$ cat config.mk
export PLATFORM = sky130hd
export DESIGN_NAME = dsr_regs
export DESIGN_NICKNAME = d
export VERILOG_FILES = /design/src/logic/dsr_pkg.sv /design/src/logic/dsr_st0.sv /design/src/logic/dsr_regs.sv
export SDC_FILE = /design/constraint.sdc
export NUM_CORES = 1
export LEC_CHECK = 0
export BUFFER_PORTS_ARGS = -buffer_cell sky130_fd_sc_hd__buf_4
export CAP_MARGIN = 20
export CORE_UTILIZATION = 35
export CTS_BUF_LIST = sky130_fd_sc_hd__clkbuf_16
export CTS_CLUSTER_DIAMETER = 150
export DETAILED_ROUTE_END_ITERATION = 10
export PLACE_DENSITY_LB_ADDON = 0.3
export SYNTH_ARGS = -nofsm -noshare
export SYNTH_HDL_FRONTEND = slang
export SYNTH_HIERARCHICAL = 1
export SYNTH_SLANG_ARGS = --single-unit
$ cat constraint.sdc
create_clock -name mclk -period 3.6 [get_ports mclk]
set_clock_uncertainty 0.2 [all_clocks]
set_input_delay 0.18 -clock mclk [delete_from_list [all_inputs] [get_ports mclk]]
set_output_delay 0.18 -clock mclk [all_outputs]
set_load 0.02 [all_outputs]
$ cat src/logic/dsr_pkg.sv
// constants, types and carriers for the disk rate and input status registers
// Overview of operation
// - the drive input view is read-only; config writes at its address alter the rate and precomp bits it shows
// - baseline read drives only bit seven; bits zero to six stay undriven
// - bit seven of every input view returns the inverse of disk changed
// - enhanced bit zero is low at 500k or 1M, high otherwise; resets one
// - enhanced bits two and one return rate select; bits three to six one
// - rate select survives soft reset; hardware reset loads 250k, code 10
// - legacy bit two returns the stored precompensation-off flag; resets 0
// - legacy bit three mirrors the output register dma gate enable
// - legacy bits four to six read zero; bits one and zero give rate
// - config write loads bits one and zero into rate select; write-only
// - legacy config bit two stores precomp off; no effect; soft reset keeps
// - density pin follows rate, high on hardware reset, no soft effect
// - result phase presents the first status byte through data register
// - status bits seven and six carry the termination code
// - status bit five flags a finished seek, relative seek or recalibrate
// - status bit four flags fault: 80 steps, no track zero, or past zero
// - status bit three zero, bit two head, bits one and zero drive number
package dsr_pkg;

  // ----------------------------------------------------------------
  // register addresses
  // ----------------------------------------------------------------
  localparam logic [9:0] DSR_ADDR_INPUT_VIEW = 10'h3f7;
  localparam logic [9:0] DSR_ADDR_RATE_CFG = 10'h3f7;
  localparam logic [9:0] DSR_ADDR_DATA = 10'h3f5;

  // ----------------------------------------------------------------
  // field positions
  // ----------------------------------------------------------------
  localparam int DSR_CHG_BIT = 7;
  localparam int DSR_DMA_BIT = 3;
  localparam int DSR_PRECOMP_BIT = 2;
  localparam int DSR_NHD_BIT = 0;

  // ----------------------------------------------------------------
  // reset values
  // ----------------------------------------------------------------
  localparam logic [1:0] DSR_RATE_RST = 2'h2;
  localparam logic DSR_PRECOMP_RST = 1'h0;
  localparam logic DSR_DENS_RST = 1'h1;

  // ----------------------------------------------------------------
  // termination codes and counts
  // ----------------------------------------------------------------
  localparam logic [1:0] DSR_TC_NORMAL = 2'h0;
  localparam logic [1:0] DSR_TC_ABNORMAL = 2'h1;
  localparam logic [1:0] DSR_TC_INVALID = 2'h2;
  localparam logic [1:0] DSR_TC_POLLING = 2'h3;
  localparam int DSR_RECAL_STEPS = 80;

  // ----------------------------------------------------------------
  // types
  // ----------------------------------------------------------------
  typedef enum logic [1:0] {DSR_BASE, DSR_ENH, DSR_LEGACY} dsr_mode_e;

  typedef struct packed {
    logic [9:0] addr;
    logic rd_n;
    logic wr_n;
    logic [7:0] din;
  } dsr_bus_s;

  typedef struct packed {
    logic [1:0] termination_code;
    logic seek_done;
    logic head;
    logic [1:0] drive_number;
    logic cmd_start;
    logic recal_start;
    logic step;
    logic past_zero;
  } dsr_st0_src_s;

endpackage : dsr_pkg

$ cat src/logic/dsr_st0.sv
// first result status byte encoder with equipment fault detection
`timescale 1ns/10ps
module dsr_st0 import dsr_pkg::*; #(
  parameter int STEP_W = 7
) (
  // clock and reset
  input wire logic mclk,
  input wire logic rst_n,
  // command engine and drive
  input wire dsr_st0_src_s src,
  input wire logic track_zero,
  // status byte
  output logic [7:0] st0
);

  if ((2 ** STEP_W) <= DSR_RECAL_STEPS) begin : g_step_chk
    $error("dsr_st0: STEP_W too small for step count");
  end

  localparam logic [STEP_W-1:0] STEP_LIMIT = STEP_W'(DSR_RECAL_STEPS);

  typedef struct packed {
    logic recal;
    logic [STEP_W-1:0] cnt;
    logic fault;
    logic [7:0] st0;
  } dsr_st0_s;

  dsr_st0_s st;
  dsr_st0_s next_st;

  // ----------------------------------------------------------------
  // next state
  // ----------------------------------------------------------------
  always_comb begin
    next_st = st;
    // fault cleared per command
    if (src.cmd_start) begin
      next_st.fault = 1'b0;
    end
    if (src.recal_start) begin
      next_st.recal = 1'b1;
      next_st.cnt = '0;
    end else if (st.recal && track_zero) begin
      next_st.recal = 1'b0;
    end else if (st.recal && src.step) begin
      next_st.cnt = st.cnt + 1'b1;
    end
    if (st.recal && !track_zero && st.cnt == STEP_LIMIT) begin
      next_st.fault = 1'b1;
      next_st.recal = 1'b0;
    end
    if (src.past_zero) begin
      next_st.fault = 1'b1;
    end
    next_st.st0 = {src.termination_code, src.seek_done, st.fault,
                   1'b0, src.head, src.drive_number};
  end

  always_ff @(posedge mclk or negedge rst_n) begin
    if (!rst_n) begin
      st <= '0;
    end else begin
      st <= next_st;
    end
  end

  assign st0 = st.st0;

  // ----------------------------------------------------------------
  // checks
  // ----------------------------------------------------------------
  step_fault_a: assert property (@(posedge mclk) disable iff (!rst_n)
    st.recal && !track_zero && st.cnt == STEP_LIMIT |=> st.fault)
    else $error("no fault after recalibrate step limit");
  zero_fault_a: assert property (@(posedge mclk) disable iff (!rst_n)
    src.past_zero |=> ##1 st0[4])
    else $error("step past zero not flagged");
  bit_three_a: assert property (@(posedge mclk) disable iff (!rst_n)
    st0[3] == 1'b0 && st0[2] == $past(src.head))
    else $error("status bit three or head wrong");
  term_code_a: assert property (@(posedge mclk) disable iff (!rst_n)
    st0[7:6] == $past(src.termination_code)
    && st0[5] == $past(src.seek_done))
    else $error("termination code or seek flag wrong");
  fault_cov: cover property (@(posedge mclk) disable iff (!rst_n)
    $rose(st.fault));

endmodule : dsr_st0

$ cat src/logic/dsr_regs.sv
// rate select, drive input views and status byte host access
`timescale 1ns/10ps
module dsr_regs import dsr_pkg::*; (
  // clock and reset
  input wire logic mclk,
  input wire logic nrst,
  // host bus pins
  input wire dsr_bus_s host_bus,
  output logic [7:0] host_dout,
  output logic [7:0] host_doe,
  // controller configuration
  input wire dsr_mode_e mode,
  input wire logic soft_reset,
  input wire logic dma_gate_enable,
  input wire logic result_phase,
  // drive interface pins
  input wire logic disk_changed,
  input wire logic track_zero_pin,
  output logic density_select_pin,
  // command engine
  input wire dsr_st0_src_s st0_src,
  output logic [1:0] rate_select,
  output logic precomp_off
);

  // ----------------------------------------------------------------
  // helpers
  // ----------------------------------------------------------------
  // high for the two slow rates, low for 500k and 1M
  function automatic logic low_rate(input logic [1:0] r);
    low_rate = r[1] ^ r[0];
  endfunction : low_rate

  function automatic logic [7:0] input_view(
    input dsr_mode_e m,
    input logic chg,
    input logic [1:0] r,
    input logic pc,
    input logic dma
  );
    logic [7:0] v;
    v = 8'h00;
    v[DSR_CHG_BIT] = ~chg;
    case (m)
      DSR_ENH: begin
        v[6:3] = 4'hf;
        v[2:1] = r;
        v[DSR_NHD_BIT] = low_rate(r);
      end
      DSR_LEGACY: begin
        v[6:4] = 3'h0;
        v[1:0] = r;
        v[DSR_PRECOMP_BIT] = pc;
        v[DSR_DMA_BIT] = dma;
      end
      default: begin
        v[6:0] = 7'h00;
      end
    endcase
    input_view = v;
  endfunction : input_view

  // ----------------------------------------------------------------
  // reset release
  // ----------------------------------------------------------------
  logic [1:0] rst_q;
  logic rst_n;

  always_ff @(posedge mclk or negedge nrst) begin
    if (!nrst) begin
      rst_q <= 2'h0;
    end else begin
      rst_q <= {rst_q[0], 1'b1};
    end
  end

  assign rst_n = rst_q[1];

  // ----------------------------------------------------------------
  // state
  // ----------------------------------------------------------------
  typedef struct packed {
    dsr_bus_s b1;
    dsr_bus_s b2;
    dsr_bus_s b3;
    dsr_bus_s bs;
    logic wr_prev;
    logic [2:0] chg_sync;
    logic chg;
    logic [2:0] trk_sync;
    logic trk;
    logic [1:0] rate;
    logic precomp;
    logic density;
    logic [7:0] dout;
    logic [7:0] doe;
  } dsr_state_s;

  localparam dsr_bus_s BUS_IDLE = '{addr: 10'h000, rd_n: 1'b1,
                                    wr_n: 1'b1, din: 8'h00};

  dsr_state_s st;
  dsr_state_s next_st;
  logic [7:0] st0_byte;
  logic cfg_write;
  logic view_read;
  logic data_read;

  // ----------------------------------------------------------------
  // status byte encoder
  // ----------------------------------------------------------------
  dsr_st0 #(
    .STEP_W(7)
  ) dsr_st0_inst (
    .mclk(mclk),
    .rst_n(rst_n),
    .src(st0_src),
    .track_zero(st.trk),
    .st0(st0_byte)
  );

  // ----------------------------------------------------------------
  // decode
  // ----------------------------------------------------------------
  always_comb begin
    cfg_write = 1'b0;
    view_read = 1'b0;
    data_read = 1'b0;
    if (!st.bs.wr_n && st.wr_prev
        && st.bs.addr == DSR_ADDR_RATE_CFG) begin
      cfg_write = 1'b1;
    end else if (!st.bs.rd_n && st.bs.addr == DSR_ADDR_INPUT_VIEW) begin
      view_read = 1'b1;
    end else if (!st.bs.rd_n && st.bs.addr == DSR_ADDR_DATA
                 && result_phase) begin
      data_read = 1'b1;
    end
  end

  // ----------------------------------------------------------------
  // next state
  // ----------------------------------------------------------------
  always_comb begin
    next_st = st;
    // pin synchronisers, change taken when stages two and three agree
    next_st.b1 = host_bus;
    next_st.b2 = st.b1;
    next_st.b3 = st.b2;
    if (st.b2 == st.b3) begin
      next_st.bs = st.b3;
    end
    next_st.wr_prev = st.bs.wr_n;
    next_st.chg_sync = {st.chg_sync[1:0], disk_changed};
    if (st.chg_sync[1] == st.chg_sync[2]) begin
      next_st.chg = st.chg_sync[2];
    end
    next_st.trk_sync = {st.trk_sync[1:0], track_zero_pin};
    if (st.trk_sync[1] == st.trk_sync[2]) begin
      next_st.trk = st.trk_sync[2];
    end
    if (cfg_write) begin
      next_st.rate = st.bs.din[1:0];
      next_st.density = ~low_rate(st.bs.din[1:0]);
      if (mode == DSR_LEGACY) begin
        next_st.precomp = st.bs.din[DSR_PRECOMP_BIT];
      end
    end
    next_st.dout = 8'h00;
    next_st.doe = 8'h00;
    if (view_read) begin
      next_st.dout = input_view(mode, st.chg, st.rate, st.precomp,
                                dma_gate_enable);
      if (mode == DSR_BASE) begin
        next_st.doe = 8'h80;
      end else begin
        next_st.doe = 8'hff;
      end
    end else if (data_read) begin
      next_st.dout = st0_byte;
      next_st.doe = 8'hff;
    end
  end

  // ----------------------------------------------------------------
  // registers
  // ----------------------------------------------------------------
  // hardware reset values
  always_ff @(posedge mclk or negedge rst_n) begin
    if (!rst_n) begin
      st.b1 <= BUS_IDLE;
      st.b2 <= BUS_IDLE;
      st.b3 <= BUS_IDLE;
      st.bs <= BUS_IDLE;
      st.wr_prev <= 1'b1;
      st.chg_sync <= 3'h0;
      st.chg <= 1'b0;
      st.trk_sync <= 3'h0;
      st.trk <= 1'b0;
      st.rate <= DSR_RATE_RST;
      st.precomp <= DSR_PRECOMP_RST;
      st.density <= DSR_DENS_RST;
      st.dout <= 8'h00;
      st.doe <= 8'h00;
    end else begin
      st <= next_st;
    end
  end

  // ----------------------------------------------------------------
  // outputs
  // ----------------------------------------------------------------
  assign host_dout = st.dout;
  assign host_doe = st.doe;
  assign density_select_pin = st.density;
  assign rate_select = st.rate;
  assign precomp_off = st.precomp;

  // ----------------------------------------------------------------
  // checks
  // ----------------------------------------------------------------
  rate_load_a: assert property (@(posedge mclk) disable iff (!rst_n)
    cfg_write |=> st.rate == $past(st.bs.din[1:0]))
    else $error("rate select not loaded by config write");

  base_drive_a: assert property (@(posedge mclk) disable iff (!rst_n)
    view_read && mode == DSR_BASE |=> host_doe == 8'h80)
    else $error("baseline read drives low bits");

  chg_bit_a: assert property (@(posedge mclk) disable iff (!rst_n)
    view_read |=> host_dout[7] == !$past(st.chg))
    else $error("disk change bit not inverted");

  enh_view_a: assert property (@(posedge mclk) disable iff (!rst_n)
    view_read && mode == DSR_ENH
    |=> host_dout[6:1] == {4'hf, $past(st.rate)})
    else $error("enhanced view bits wrong");

  enh_dens_a: assert property (@(posedge mclk) disable iff (!rst_n)
    view_read && mode == DSR_ENH && st.rate inside {2'h0, 2'h3}
    |=> host_dout[0] == 1'b0)
    else $error("enhanced density flag high at fast rate");

  legacy_view_a: assert property (@(posedge mclk) disable iff (!rst_n)
    view_read && mode == DSR_LEGACY
    |=> host_dout[6:0] == {3'h0, $past(dma_gate_enable),
                           $past(st.precomp), $past(st.rate)})
    else $error("legacy view bits wrong");

  soft_keep_a: assert property (@(posedge mclk) disable iff (!rst_n)
    soft_reset && !cfg_write |=> $stable(st.rate) && $stable(st.precomp))
    else $error("soft reset changed rate or precomp");

  precomp_keep_a: assert property (@(posedge mclk) disable iff (!rst_n)
    cfg_write && mode != DSR_LEGACY |=> $stable(st.precomp))
    else $error("precomp stored outside legacy mode");

  dens_follow_a: assert property (@(posedge mclk) disable iff (!rst_n)
    cfg_write |=> ##1 density_select_pin == ~(rate_select[1] ^ rate_select[0]))
    else $error("density pin does not follow rate");

  read_only_a: assert property (@(posedge mclk) disable iff (!rst_n)
    !cfg_write |=> $stable(st.rate))
    else $error("rate changed without config write");

  status_out_a: assert property (@(posedge mclk) disable iff (!rst_n)
    data_read |=> host_doe == 8'hff && host_dout == $past(st0_byte))
    else $error("status byte not presented");

  refuse_read_a: assert property (@(posedge mclk) disable iff (!rst_n)
    !view_read && !data_read |=> host_doe == 8'h00)
    else $error("bus driven outside an accepted read");

  base_quiet_a: assert property (@(posedge mclk) disable iff (!rst_n)
    view_read && mode == DSR_BASE |=> host_dout[6:0] == 7'h00)
    else $error("baseline read carries low bits");

  enh_slow_a: assert property (@(posedge mclk) disable iff (!rst_n)
    view_read && mode == DSR_ENH && st.rate inside {2'h1, 2'h2}
    |=> host_dout[0] == 1'b1)
    else $error("enhanced density flag low at slow rate");

  precomp_load_a: assert property (@(posedge mclk) disable iff (!rst_n)
    cfg_write && mode == DSR_LEGACY
    |=> precomp_off == $past(st.bs.din[DSR_PRECOMP_BIT]))
    else $error("precomp flag not stored in legacy mode");

  base_read_cov: cover property (@(posedge mclk) disable iff (!rst_n)
    view_read && mode == DSR_BASE);
  enh_read_cov: cover property (@(posedge mclk) disable iff (!rst_n)
    view_read && mode == DSR_ENH);
  leg_write_cov: cover property (@(posedge mclk) disable iff (!rst_n)
    cfg_write && mode == DSR_LEGACY ##[1:20] view_read);
  st0_read_cov: cover property (@(posedge mclk) disable iff (!rst_n)
    data_read);

endmodule : dsr_regs

==> metrics.yaml, run 1 <==
portBuffers: 57
drt-pass1-iter-count: 5
post_drt_via_cell_ratio: 4.34
routed_wirelength_microns: 6200
vdd_drop_max_mv: 0.409
cp-start-kind: "register"
fin_area_sq_um: 5470
postSynthCellCount: 269
top_usage_layer: "met2"
io_pins: 59
ys_seq_area_share_pct: 70.9
reg2regPathDepth: 5
hold_ws_ns: 0.0737
synth_edf_count: 0
synthArstFlopShare_pct: 100
crit_path_end_kind: "register"
post_cts_buffers: 0
crit_type: "register to register"
ys_top_cells_by_area: "dfrtp_1, dfstp_2, buf_4"
rsz0062_at_grt: "false"
grt_max_degree: 70
netlist_area_sq_um: 4110
netlist-cell-type-count: 38
clk_path_buf_depth: 2
holdPathStages: 5
required_ns: 3.68
hold_viol_final: 0
clkSinkCount: 116
cap_viol_max_count: 0
power.density_nw_per_um2: 575
yosys_warnings: 6
rows: 39
place_congestion: 0.761
yosysTopAreaCell: "dfrtp_1"
critPathTopFamily: "simple AND/OR/NAND/NOR gates"
synth_nets: 313
postRouteAntennaNets: 0
drive_gt1_share_pct: 31.9
synthToLayoutAreaGrowth_pct: 32.9
n_antenna_cell: 0
setup_viol: 0
die_area_sq_um: 12200
power_mw: 3.14
crit_arrival_ns: 2.55
synth_flop_cell: "dfrtp_1"
cts_resized: 0
die_h_microns: 110
start_util_pct: 36.0
fin_setup_tns_ns: 0
grt_pass1_vias: 2354
ctsRootBufferMaster: "clkbuf_16"
antenna_found_initial: 0
avgRoutedWirePerCell_microns: 12.2
place_area_sq_um: 4530
grt_usage_pct: 11.9
cts_tree: "yes"
min_path_type: "input port to register"
clk_pin_slew_ns: 0.05
cp_slowest_cell: "nor3_4"
cp_num_cells: 5
min_period_over_period_pct: 68.5
synth_top_area_share_pct: 63.9
use_met3_pct: 4.94
p_leak_nw: 2.57
worstPathMaxFanout: 15
fp.coreArea_sq_um: 11400
grt_overflow_total: 0
hpwl_microns: 3900
insertion_delay_ns: 0.40
drtIter0Drc: 79
worst-path-buf-inv: 0
grt_util_met2_pct: 17.7
worstMarginPinSlew_ns: 0.826
dr_total_vias: 2215
ys_seq_elements: 116
die_w_microns: 110
drc: 0
nets: 398
grt_pass1_wl_microns: 11200
min_period_ns: 2.47
syn_area_per_cell_sq_um: 15.3
max_stage_delay_ns: 0.61
met1_usage_pct: 14.6
maxSlewHeadroom_pct: 45.0
max_freq_mhz: 405
final_max_slew_viol_count: 0
ctsHoldBuffers: 36
cts_made_buffers: 17
cts_htree_levels: 4
path_cells: "xor2_1 > nor4_1 > nand3_1 > nor3_4 > mux2_2"
status: "complete, no violations"
-- placed cells by master, fill, tap and decap left out, drive strengths merged, types with 3 or more instances in the layout --
| cell | instances |
|---|---|
| dfstp | 11 |
| nand2 | 8 |
| nor2 | 4 |
| nand4 | 6 |
| clkbuf | 17 |
| buf | 59 |
| mux2 | 19 |
| inv | 14 |
| xnor2 | 9 |
| clkinvlp | 4 |
| clkinv | 3 |
| nor4 | 6 |
| xor2 | 15 |
| o21ai | 3 |
| dfrtp | 105 |
| nand3 | 4 |
| ha | 5 |
| a32o | 4 |
| dlygate4sd3 | 36 |
| a21oi | 4 |
| a22o | 7 |
-- final cells by class --
class / count / area [sq um]
clock buffers: 17 / 425
clock inverters: 15 / 155
fillers: 1018 / 5950
inverters: 8 / 30.0
multi-input cells: 116 / 953
flip-flops and latches: 116 / 2920
well taps: 143 / 179
repair buffers: 95 / 803
-- cell usage after synthesis (3+ instances only) --
| cell type | number |
|---|---|
| dfrtp_1 | 105 |
| buf_4 | 26 |
| xor2_1 | 15 |
| dfstp_2 | 11 |
| mux2_1 | 10 |
| mux2_2 | 9 |
| xnor2_1 | 9 |
| inv_1 | 8 |
| nand2_1 | 8 |
| a22o_1 | 7 |
| nand4_1 | 6 |
| ha_1 | 5 |
| a21oi_1 | 4 |
| a32o_1 | 4 |
| nand3_1 | 4 |
| nor2_1 | 4 |
| nor4_1 | 4 |
| o21ai_0 | 3 |
-- through the flow --
| step | setup slack, ns | std cells | utilization [%] |
|---|---|---|---|
| 2_1_floorplan | 1.47 | 269 | - |
| 3_3_place_gp | 1.10 | 442 | 39.6 |
| 3_5_place_dp | 1.09 | 442 | 39.6 |
| 4_1_cts | 1.10 | 510 | 47.9 |
| 5_1_grt | 0.992 | 510 | 47.9 |
| 6_report | 1.13 | 510 | 47.9 |
-- cells by family (layout without fill, tap and decap cells) --
logic type | Yosys count | after routing | share of synthesized area [%]
AO/OA/AOI/OAI | 23 | 23 | 4.32
flip-flops | 116 | 116 | 70.9
multiplexers | 19 | 19 | 5.20
other | 2 | 2 | 0.183
AND/OR/NAND/NOR | 41 | 41 | 6.36
adder cells (fa/ha/maj) | 7 | 7 | 2.01
buffers and inverters | 37 | 135 | 5.93
XOR/XNOR | 24 | 24 | 5.11
-- sequential cells by signal, summed over array words and instances (netlist names) --
register and cells:
next_st 45, st 39, dsr_st0_inst/st 8, host_dout 8, dsr_st0_inst/st0 7, host_doe 2, rate_select 2, rst_q 2
density_select_pin 1, dsr_st0_inst/next_st 1, precomp_off 1
-- power by group --
part	switching, mW	total, mW	leakage [nW]	internal, mW
clock network	0.602	1.62	0.276	1.02
logic	0.0444	0.122	0.881	0.0776
registers	0.0387	1.40	1.41	1.36
-- layer usage --
metal  part of all wire, %  vias to the layer above
li1                      -                     1055
met1                    46                     1092
met2                    47                       62
met3                   5.5                        6
met4                   1.4                        0
met5                     0                        -
-- tightest hold or removal path, stage by stage --
cell and delay, ns:
buf_4 0.08, inv_1 0.05, ha_1 0.18, inv_1 0.05, a21o_1 0.10
-- path summary, 6_finish.rpt --
| check | from | to | slack (ns) |
|---|---|---|---|
| max | st[68] | st[31] | 1.13 |
| min | mode[1] | host_doe[6] | 0.07 |
| max reg2reg | st[68] | st[31] | 1.13 |
| min reg2reg | next_st[84] | next_st[64] | 0.14 |
| max in group asynchronous | rst_q[1] | host_dout[4] | 2.10 |
| min in group asynchronous | rst_q[1] | next_st[53] | 0.23 |
(Power assumes the default switching activity.)
==> run 2, diff against run 1 <==
Clock period 3.6 ns to 2.5 ns, I/O delays scaled along.
==> run 2 against run 1 <==
  * Fmax grew 7.5%
  * Flip-flop and latch count is the same
  * Global-route usage grew 0.29 points
  * Critical endpoint is now st[39]
==> metrics.yaml, run 2 (synthesized netlist as in run 1, its figures left out) <==
vdd_drop_max_mv: 0.453  # was 0.409 mV
grt_overflow_total: 0  # unchanged
dp_slack_ns: 0.207  # was 1.09 ns
top_usage_layer: "met2"  # unchanged
post_drt_via_cell_ratio: 4.36  # was 4.34
insertion_delay_ns: 0.41  # was 0.40 ns
clkSinkCount: 116  # unchanged
max_freq_mhz: 436  # was 405 MHz
antenna_found_initial: 0  # unchanged
max_stage_delay_ns: 0.41  # was 0.61 ns
power_mw: 4.73  # was 3.14 mW
largest_reg_flops: 45  # unchanged
rsz0062_at_grt: "false"  # unchanged
die_area_sq_um: 12200  # unchanged
drive_gt1_share_pct: 32.4  # was 31.9%
die_w_microns: 110  # unchanged
met1_usage_pct: 15.0  # was 14.6%
worst_slack_ns: 0.206  # was 1.13 ns
fin_util_pct: 48.7  # was 47.9%
grt_max_degree: 44  # was 70
hpwl_microns: 4210  # was 3900 microns
die_h_microns: 110  # unchanged
worstPathMaxFanout: 6  # was 15
crit_type: "register to register"  # unchanged
worst-path-buf-inv: 1  # was 0
synthToLayoutAreaGrowth_pct: 35.2  # was 32.9%
min_period_over_period_pct: 91.8  # was 68.5%
layout_common_cells: "dfrtp_1, buf_4, dlygate4sd3_1, clkbuf_16, xor2_1"  # unchanged
cts_made_buffers: 17  # unchanged
clk_pin_slew_ns: 0.05  # about the same
cp_slowest_cell: "dfrtp_1"  # was nor3_4
fp.coreArea_sq_um: 11400  # unchanged
portBuffers: 57  # unchanged
use_met3_pct: 5.21  # was 4.94%
n_antenna_cell: 0  # unchanged
drtIter0Drc: 95  # was 79
grt_pass1_wl_microns: 11300  # was 11,200 microns
cp-start-kind: "register"  # unchanged
layout_commonest_cell: "dfrtp_1"  # unchanged
rows: 39  # unchanged
nets: 401  # was 398
required_ns: 2.58  # was 3.68 ns
cts_htree_levels: 4  # unchanged
fin_setup_tns_ns: 0  # unchanged
crit_arrival_ns: 2.38  # was 2.55 ns
critPathTopFamily: "simple AND/OR/NAND/NOR gates"  # unchanged
dr_total_vias: 2235  # was 2,215
final_max_slew_viol_count: 0  # unchanged
p_leak_nw: 2.61  # was 2.57 nW
setup_viol: 0  # unchanged
ctsRootBufferMaster: "clkbuf_16"  # unchanged
fillers: 995  # was 1,018
hold_viol_final: 0  # unchanged
io_pins: 59  # unchanged
clk_path_buf_depth: 2  # unchanged
min_period_ns: 2.29  # was 2.47 ns
drt-pass1-iter-count: 4  # was 5
avgRoutedWirePerCell_microns: 12.4  # was 12.2 microns
routed_wirelength_microns: 6370  # was 6200 microns
start_util_pct: 36.0  # unchanged
crit_path_end_kind: "register"  # unchanged
maxSlewHeadroom_pct: 59.8  # was 45.0%
grt_usage_pct: 12.2  # was 11.9%
drc: 0  # unchanged
worstMarginPinSlew_ns: 0.599  # was 0.826 ns
min_path_type: "input port to register"  # unchanged
cts_tree: "yes"  # unchanged
power.density_nw_per_um2: 850  # was 575 nW/um^2
grt_util_met2_pct: 18.1  # was 17.7%
path_cells: "xor2_1 > nor4_1 > nand3_1 > nor3_4 > buf_4 > mux2_1"  # was xor2_1 > nor4_1 > nand3_1 > nor3_4 > mux2_2
grt_pass1_vias: 2369  # was 2,354
status: "complete, no violations"  # unchanged
postRouteAntennaNets: 0  # unchanged
cap_viol_max_count: 0  # unchanged
place_congestion: 0.763  # was 0.761
[run 2: cell count changes in the layout (fill, tap and decap cells not counted)]
cell        delta
buf_12         +2
buf_4          +1
bufinv_16      +2
clkinv_1       +1
clkinv_2       -1
clkinv_4       +2
clkinvlp_4     -1
inv_1          -1
inv_6          -3
inv_8          +1
[run 2: final timing paths]
check	start	endpoint	slack, ns	cells past startpoint
worst min-delay path	mode[0]	host_doe[6]	0.02	5
worst max-delay path	st[51]	st[39]	0.21	6
worst max register to register	st[51]	st[39]	0.21	6
worst min register to register	rst_q[1]	next_st[22]	0.14	0
min in group asynchronous	rst_q[1]	next_st[22]	0.14	0
max in group asynchronous	rst_q[1]	next_st[88]	1.28	1
[run 2: power breakdown]
group | internal, mW | switching [mW]
Sequential | 1.95 | 0.0512
Clock | 1.67 | 0.863
Combinational | 0.116 | 0.0730
Total | 3.74 | 0.987
[run 2: routing by layer]
| metal | part of all wire (%) | vias to the layer above | routed length (microns) |
|---|---|---|---|
| li1 | - | 1075 | - |
| met4 | 1.4 | 0 | 91 |
| met1 | 46 | 1091 | 2900 |
| met2 | 47 | 59 | 3010 |
| met5 | 0 | - | 0 |
| met3 | 5.7 | 10 | 360 |
[run 2: stage by stage]
| step | std cells | instance area, sq um | hold WS, ns |
|---|---|---|---|
| 2_1_floorplan | 269 | 4120 | -0.371 |
| 3_3_place_gp | 445 | 4570 | -0.292 |
| 3_5_place_dp | 445 | 4570 | -0.291 |
| 4_1_cts | 513 | 5560 | 0.0133 |
| 5_1_grt | 513 | 5560 | 0.0724 |
| 6_report | 513 | 5560 | 0.0213 |
[run 2: layout make-up]
class / count / area (sq um) / share of cell area [%]
tap: 143 / 179 / 3.22
multi-input combinational: 116 / 953 / 17.1
sequential: 116 / 2920 / 52.5
clock buffer: 17 / 425 / 7.65
inverter: 8 / 30.0 / 0.540
clock inverter: 15 / 205 / 3.69
timing repair buffer: 98 / 851 / 15.3
[run 2: timing repair]
item	CTS	global route
hold buffers	36	0
gates resized for setup	0	0
buffers inserted	0	0
hold endpoints to repair	41	0
[run 2: worst min-delay path: cells and delay by family]
| kind | cells | cell delay, ns |
|---|---|---|
| AOI/OAI and AO/OA | 1 | 0.09 |
| adders and majority gates | 1 | 0.19 |
| buffers and inverters | 3 | 0.19 |
==> run 3, diff against run 2 <==
Settings changed: CORE_UTILIZATION 35 to 56, GPL_TIMING_DRIVEN from default to 0.
==> run 3 against run 2 <==
  * Wire length up 13%
  * Fmax is 0.84% lower
  * Total power grew 2.1%
  * Critical path type unchanged
  * First-iteration DRC count shrank 21%
  * Critical endpoint is now st[40]
==> metrics.yaml, run 3 (synthesized netlist as in run 1, its figures left out) <==
reg2regPathDepth: 6  # unchanged
critPathTopFamily: "simple AND/OR/NAND/NOR gates"  # unchanged
die_area_sq_um: 7690  # was 12,200 sq um
p_seq_share_pct: 41.5  # was 42.4%
portBuffers: 56  # was 57
cp-start-kind: "register"  # unchanged
antenna_found_initial: 0  # unchanged
final_max_slew_viol_count: 0  # unchanged
cts_tree: "yes"  # unchanged
routed_wirelength_microns: 7200  # was 6370 microns
ctsRootBufferMaster: "clkbuf_16"  # unchanged
grt_pass1_vias: 2590  # was 2,369
nets: 425  # was 401
p_clk_share_pct: 54.3  # was 53.6%
synthToLayoutAreaGrowth_pct: 38.5  # was 35.2%
p_comb_share_pct: 4.1  # was 4.0%
die_h_microns: 87.7  # was 110 microns
grt_overflow_total: 0  # unchanged
avgRoutedWirePerCell_microns: 14.7  # was 12.4 microns
place_area_sq_um: 4690  # was 4570 sq um
grt_usage_pct: 22.0  # was 12.2%
cts_htree_levels: 4  # unchanged
worstPathMaxFanout: 10  # was 6
n_antenna_cell: 0  # unchanged
rows: 30  # was 39
ctsHoldBuffers: 36  # unchanged
power_mw: 4.83  # was 4.73 mW
min_period_ns: 2.31  # was 2.29 ns
fin_area_sq_um: 5700  # was 5560 sq um
max_freq_mhz: 432  # was 436 MHz
maxSlewHeadroom_pct: 58.6  # was 59.8%
holdPathStages: 5  # unchanged
vdd_drop_max_mv: 0.835  # was 0.453 mV
clk_path_buf_depth: 2  # unchanged
drtIter0Drc: 75  # was 95
post_cts_buffers: 0  # unchanged
internal_power_mw: 3.85  # was 3.74 mW
place_congestion: 0.751  # was 0.763
layout_commonest_cell: "dfrtp_1"  # unchanged
r2r_setup_slack_ns: 0.19  # was 0.21 ns
layout_common_cells: "dfrtp_1, buf_4, dlygate4sd3_1, clkbuf_16, xor2_1"  # unchanged
cp_slowest_cell: "dfrtp_1"  # unchanged
hpwl_microns: 4180  # was 4210 microns
cts_resized: 0  # unchanged
fin_util_pct: 82.1  # was 48.7%
fp.coreArea_sq_um: 6940  # was 11,400 sq um
drive_gt1_share_pct: 36.0  # was 32.4%
worstMarginPinSlew_ns: 0.617  # was 0.599 ns
die_w_microns: 87.7  # was 110 microns
grt_pass1_wl_microns: 12100  # was 11,300 microns
drt-pass1-iter-count: 4  # unchanged
min_path_type: "input port to register"  # unchanged
worst-path-buf-inv: 1  # unchanged
path_cells: "xor2_1 > nor4_1 > nand3_1 > nor3_4 > buf_6 > mux2_1"  # was xor2_1 > nor4_1 > nand3_1 > nor3_4 > buf_4 > mux2_1
power.density_nw_per_um2: 848  # was 850 nW/um^2
fin_setup_tns_ns: 0  # unchanged
clk_pin_slew_ns: 0.05  # about the same
cp_num_cells: 6  # unchanged
max_stage_delay_ns: 0.40  # was 0.41 ns
p_leak_nw: 2.75  # was 2.61 nW
crit_type: "register to register"  # unchanged
hp-start: "mode[1]"  # was mode[0]
clkSinkCount: 116  # unchanged
min_period_over_period_pct: 92.5  # was 91.8%
status: "complete, no violations"  # unchanged
insertion_delay_ns: 0.40  # was 0.41 ns
start_util_pct: 59.2  # was 36.0%
cap_viol_max_count: 0  # unchanged
largest_reg_flops: 45  # unchanged
required_ns: 2.58  # about the same
grt_max_degree: 77  # was 44
hold_viol_final: 0  # unchanged
post_drt_via_cell_ratio: 4.82  # was 4.36
postRouteAntennaNets: 0  # unchanged
crit_path_end_kind: "register"  # unchanged
r2r_start: "st[64]"  # was st[51]
rsz0062_at_grt: "false"  # unchanged
switching_share_pct: 20.3  # was 20.9%
hold_ws_ns: 0.0392  # was 0.0213 ns
setup_viol: 0  # unchanged
drc: 0  # unchanged
dr_total_vias: 2364  # was 2,235
io_pins: 59  # unchanged
startpoint: "st[64]"  # was st[51]
crit_arrival_ns: 2.39  # was 2.38 ns
cts_made_buffers: 17  # unchanged
p_switching_uw: 981  # was 987 uW
## run 3: cell types whose count changed in the layout (fill, tap and decap cells not counted), moves of 2 or more
cell / change
buf_12: -2
clkbuf_1: +2
clkinv_4: +2
buf_4: +22
clkinvlp_4: -3
## run 3: final timing paths
path,end
setup / recovery,st[40]
hold / removal,host_doe[6]
setup reg to reg,st[40]
hold reg to reg,next_st[83]
max in group asynchronous,st[38]
min in group asynchronous,next_st[83]
## run 3: cell type report
cell class              instances  area, sq um
well taps                      96          120
repair buffers                 93          808
flip-flops and latches        116         2920
clock buffers                  17          425
clock inverters                15          228
plain buffers                  29          214
multi-input cells             116          953
fillers                       339         1240
inverters                       8         30.0
## run 3: worst register-to-register path, cell delays in order, from the launching register on
cell	delay, ns
dfrtp_1	0.40
xor2_1	0.17
nor4_1	0.34
nand3_1	0.19
nor3_4	0.33
buf_6	0.22
mux2_1	0.35
## run 3: routing by layer
metal / track usage, % / up-vias / part of all wire [%] / routed length (microns)
li1: - / 1114 / - / -
met1: 25.7 / 1169 / 41 / 2930
met2: 38.4 / 75 / 54 / 3890
met3: 6.97 / 6 / 4.3 / 309
met4: 7.60 / 0 / 1.1 / 76
met5: 0 / - / 0 / 0
## run 3: power groups by stage
stage	combinational, mW	sequential (mW)	clock (mW)
2_1_floorplan	0.0683	2.04	0
4_1_cts	0.201	2.01	2.66
5_1_grt	0.222	2.02	2.76
6_report	0.200	2.01	2.63
3_5_place_dp	0.153	2.04	0
3_3_place_gp	0.120	2.05	0
## run 3: stage by stage
stage | worst slack (ns) | std cells
finish | 0.186 | 490
global route | 0.0501 | 490
CTS | 0.129 | 490
detailed placement | 0.164 | 422
global placement | -0.151 | 421
floorplan | 0.373 | 269
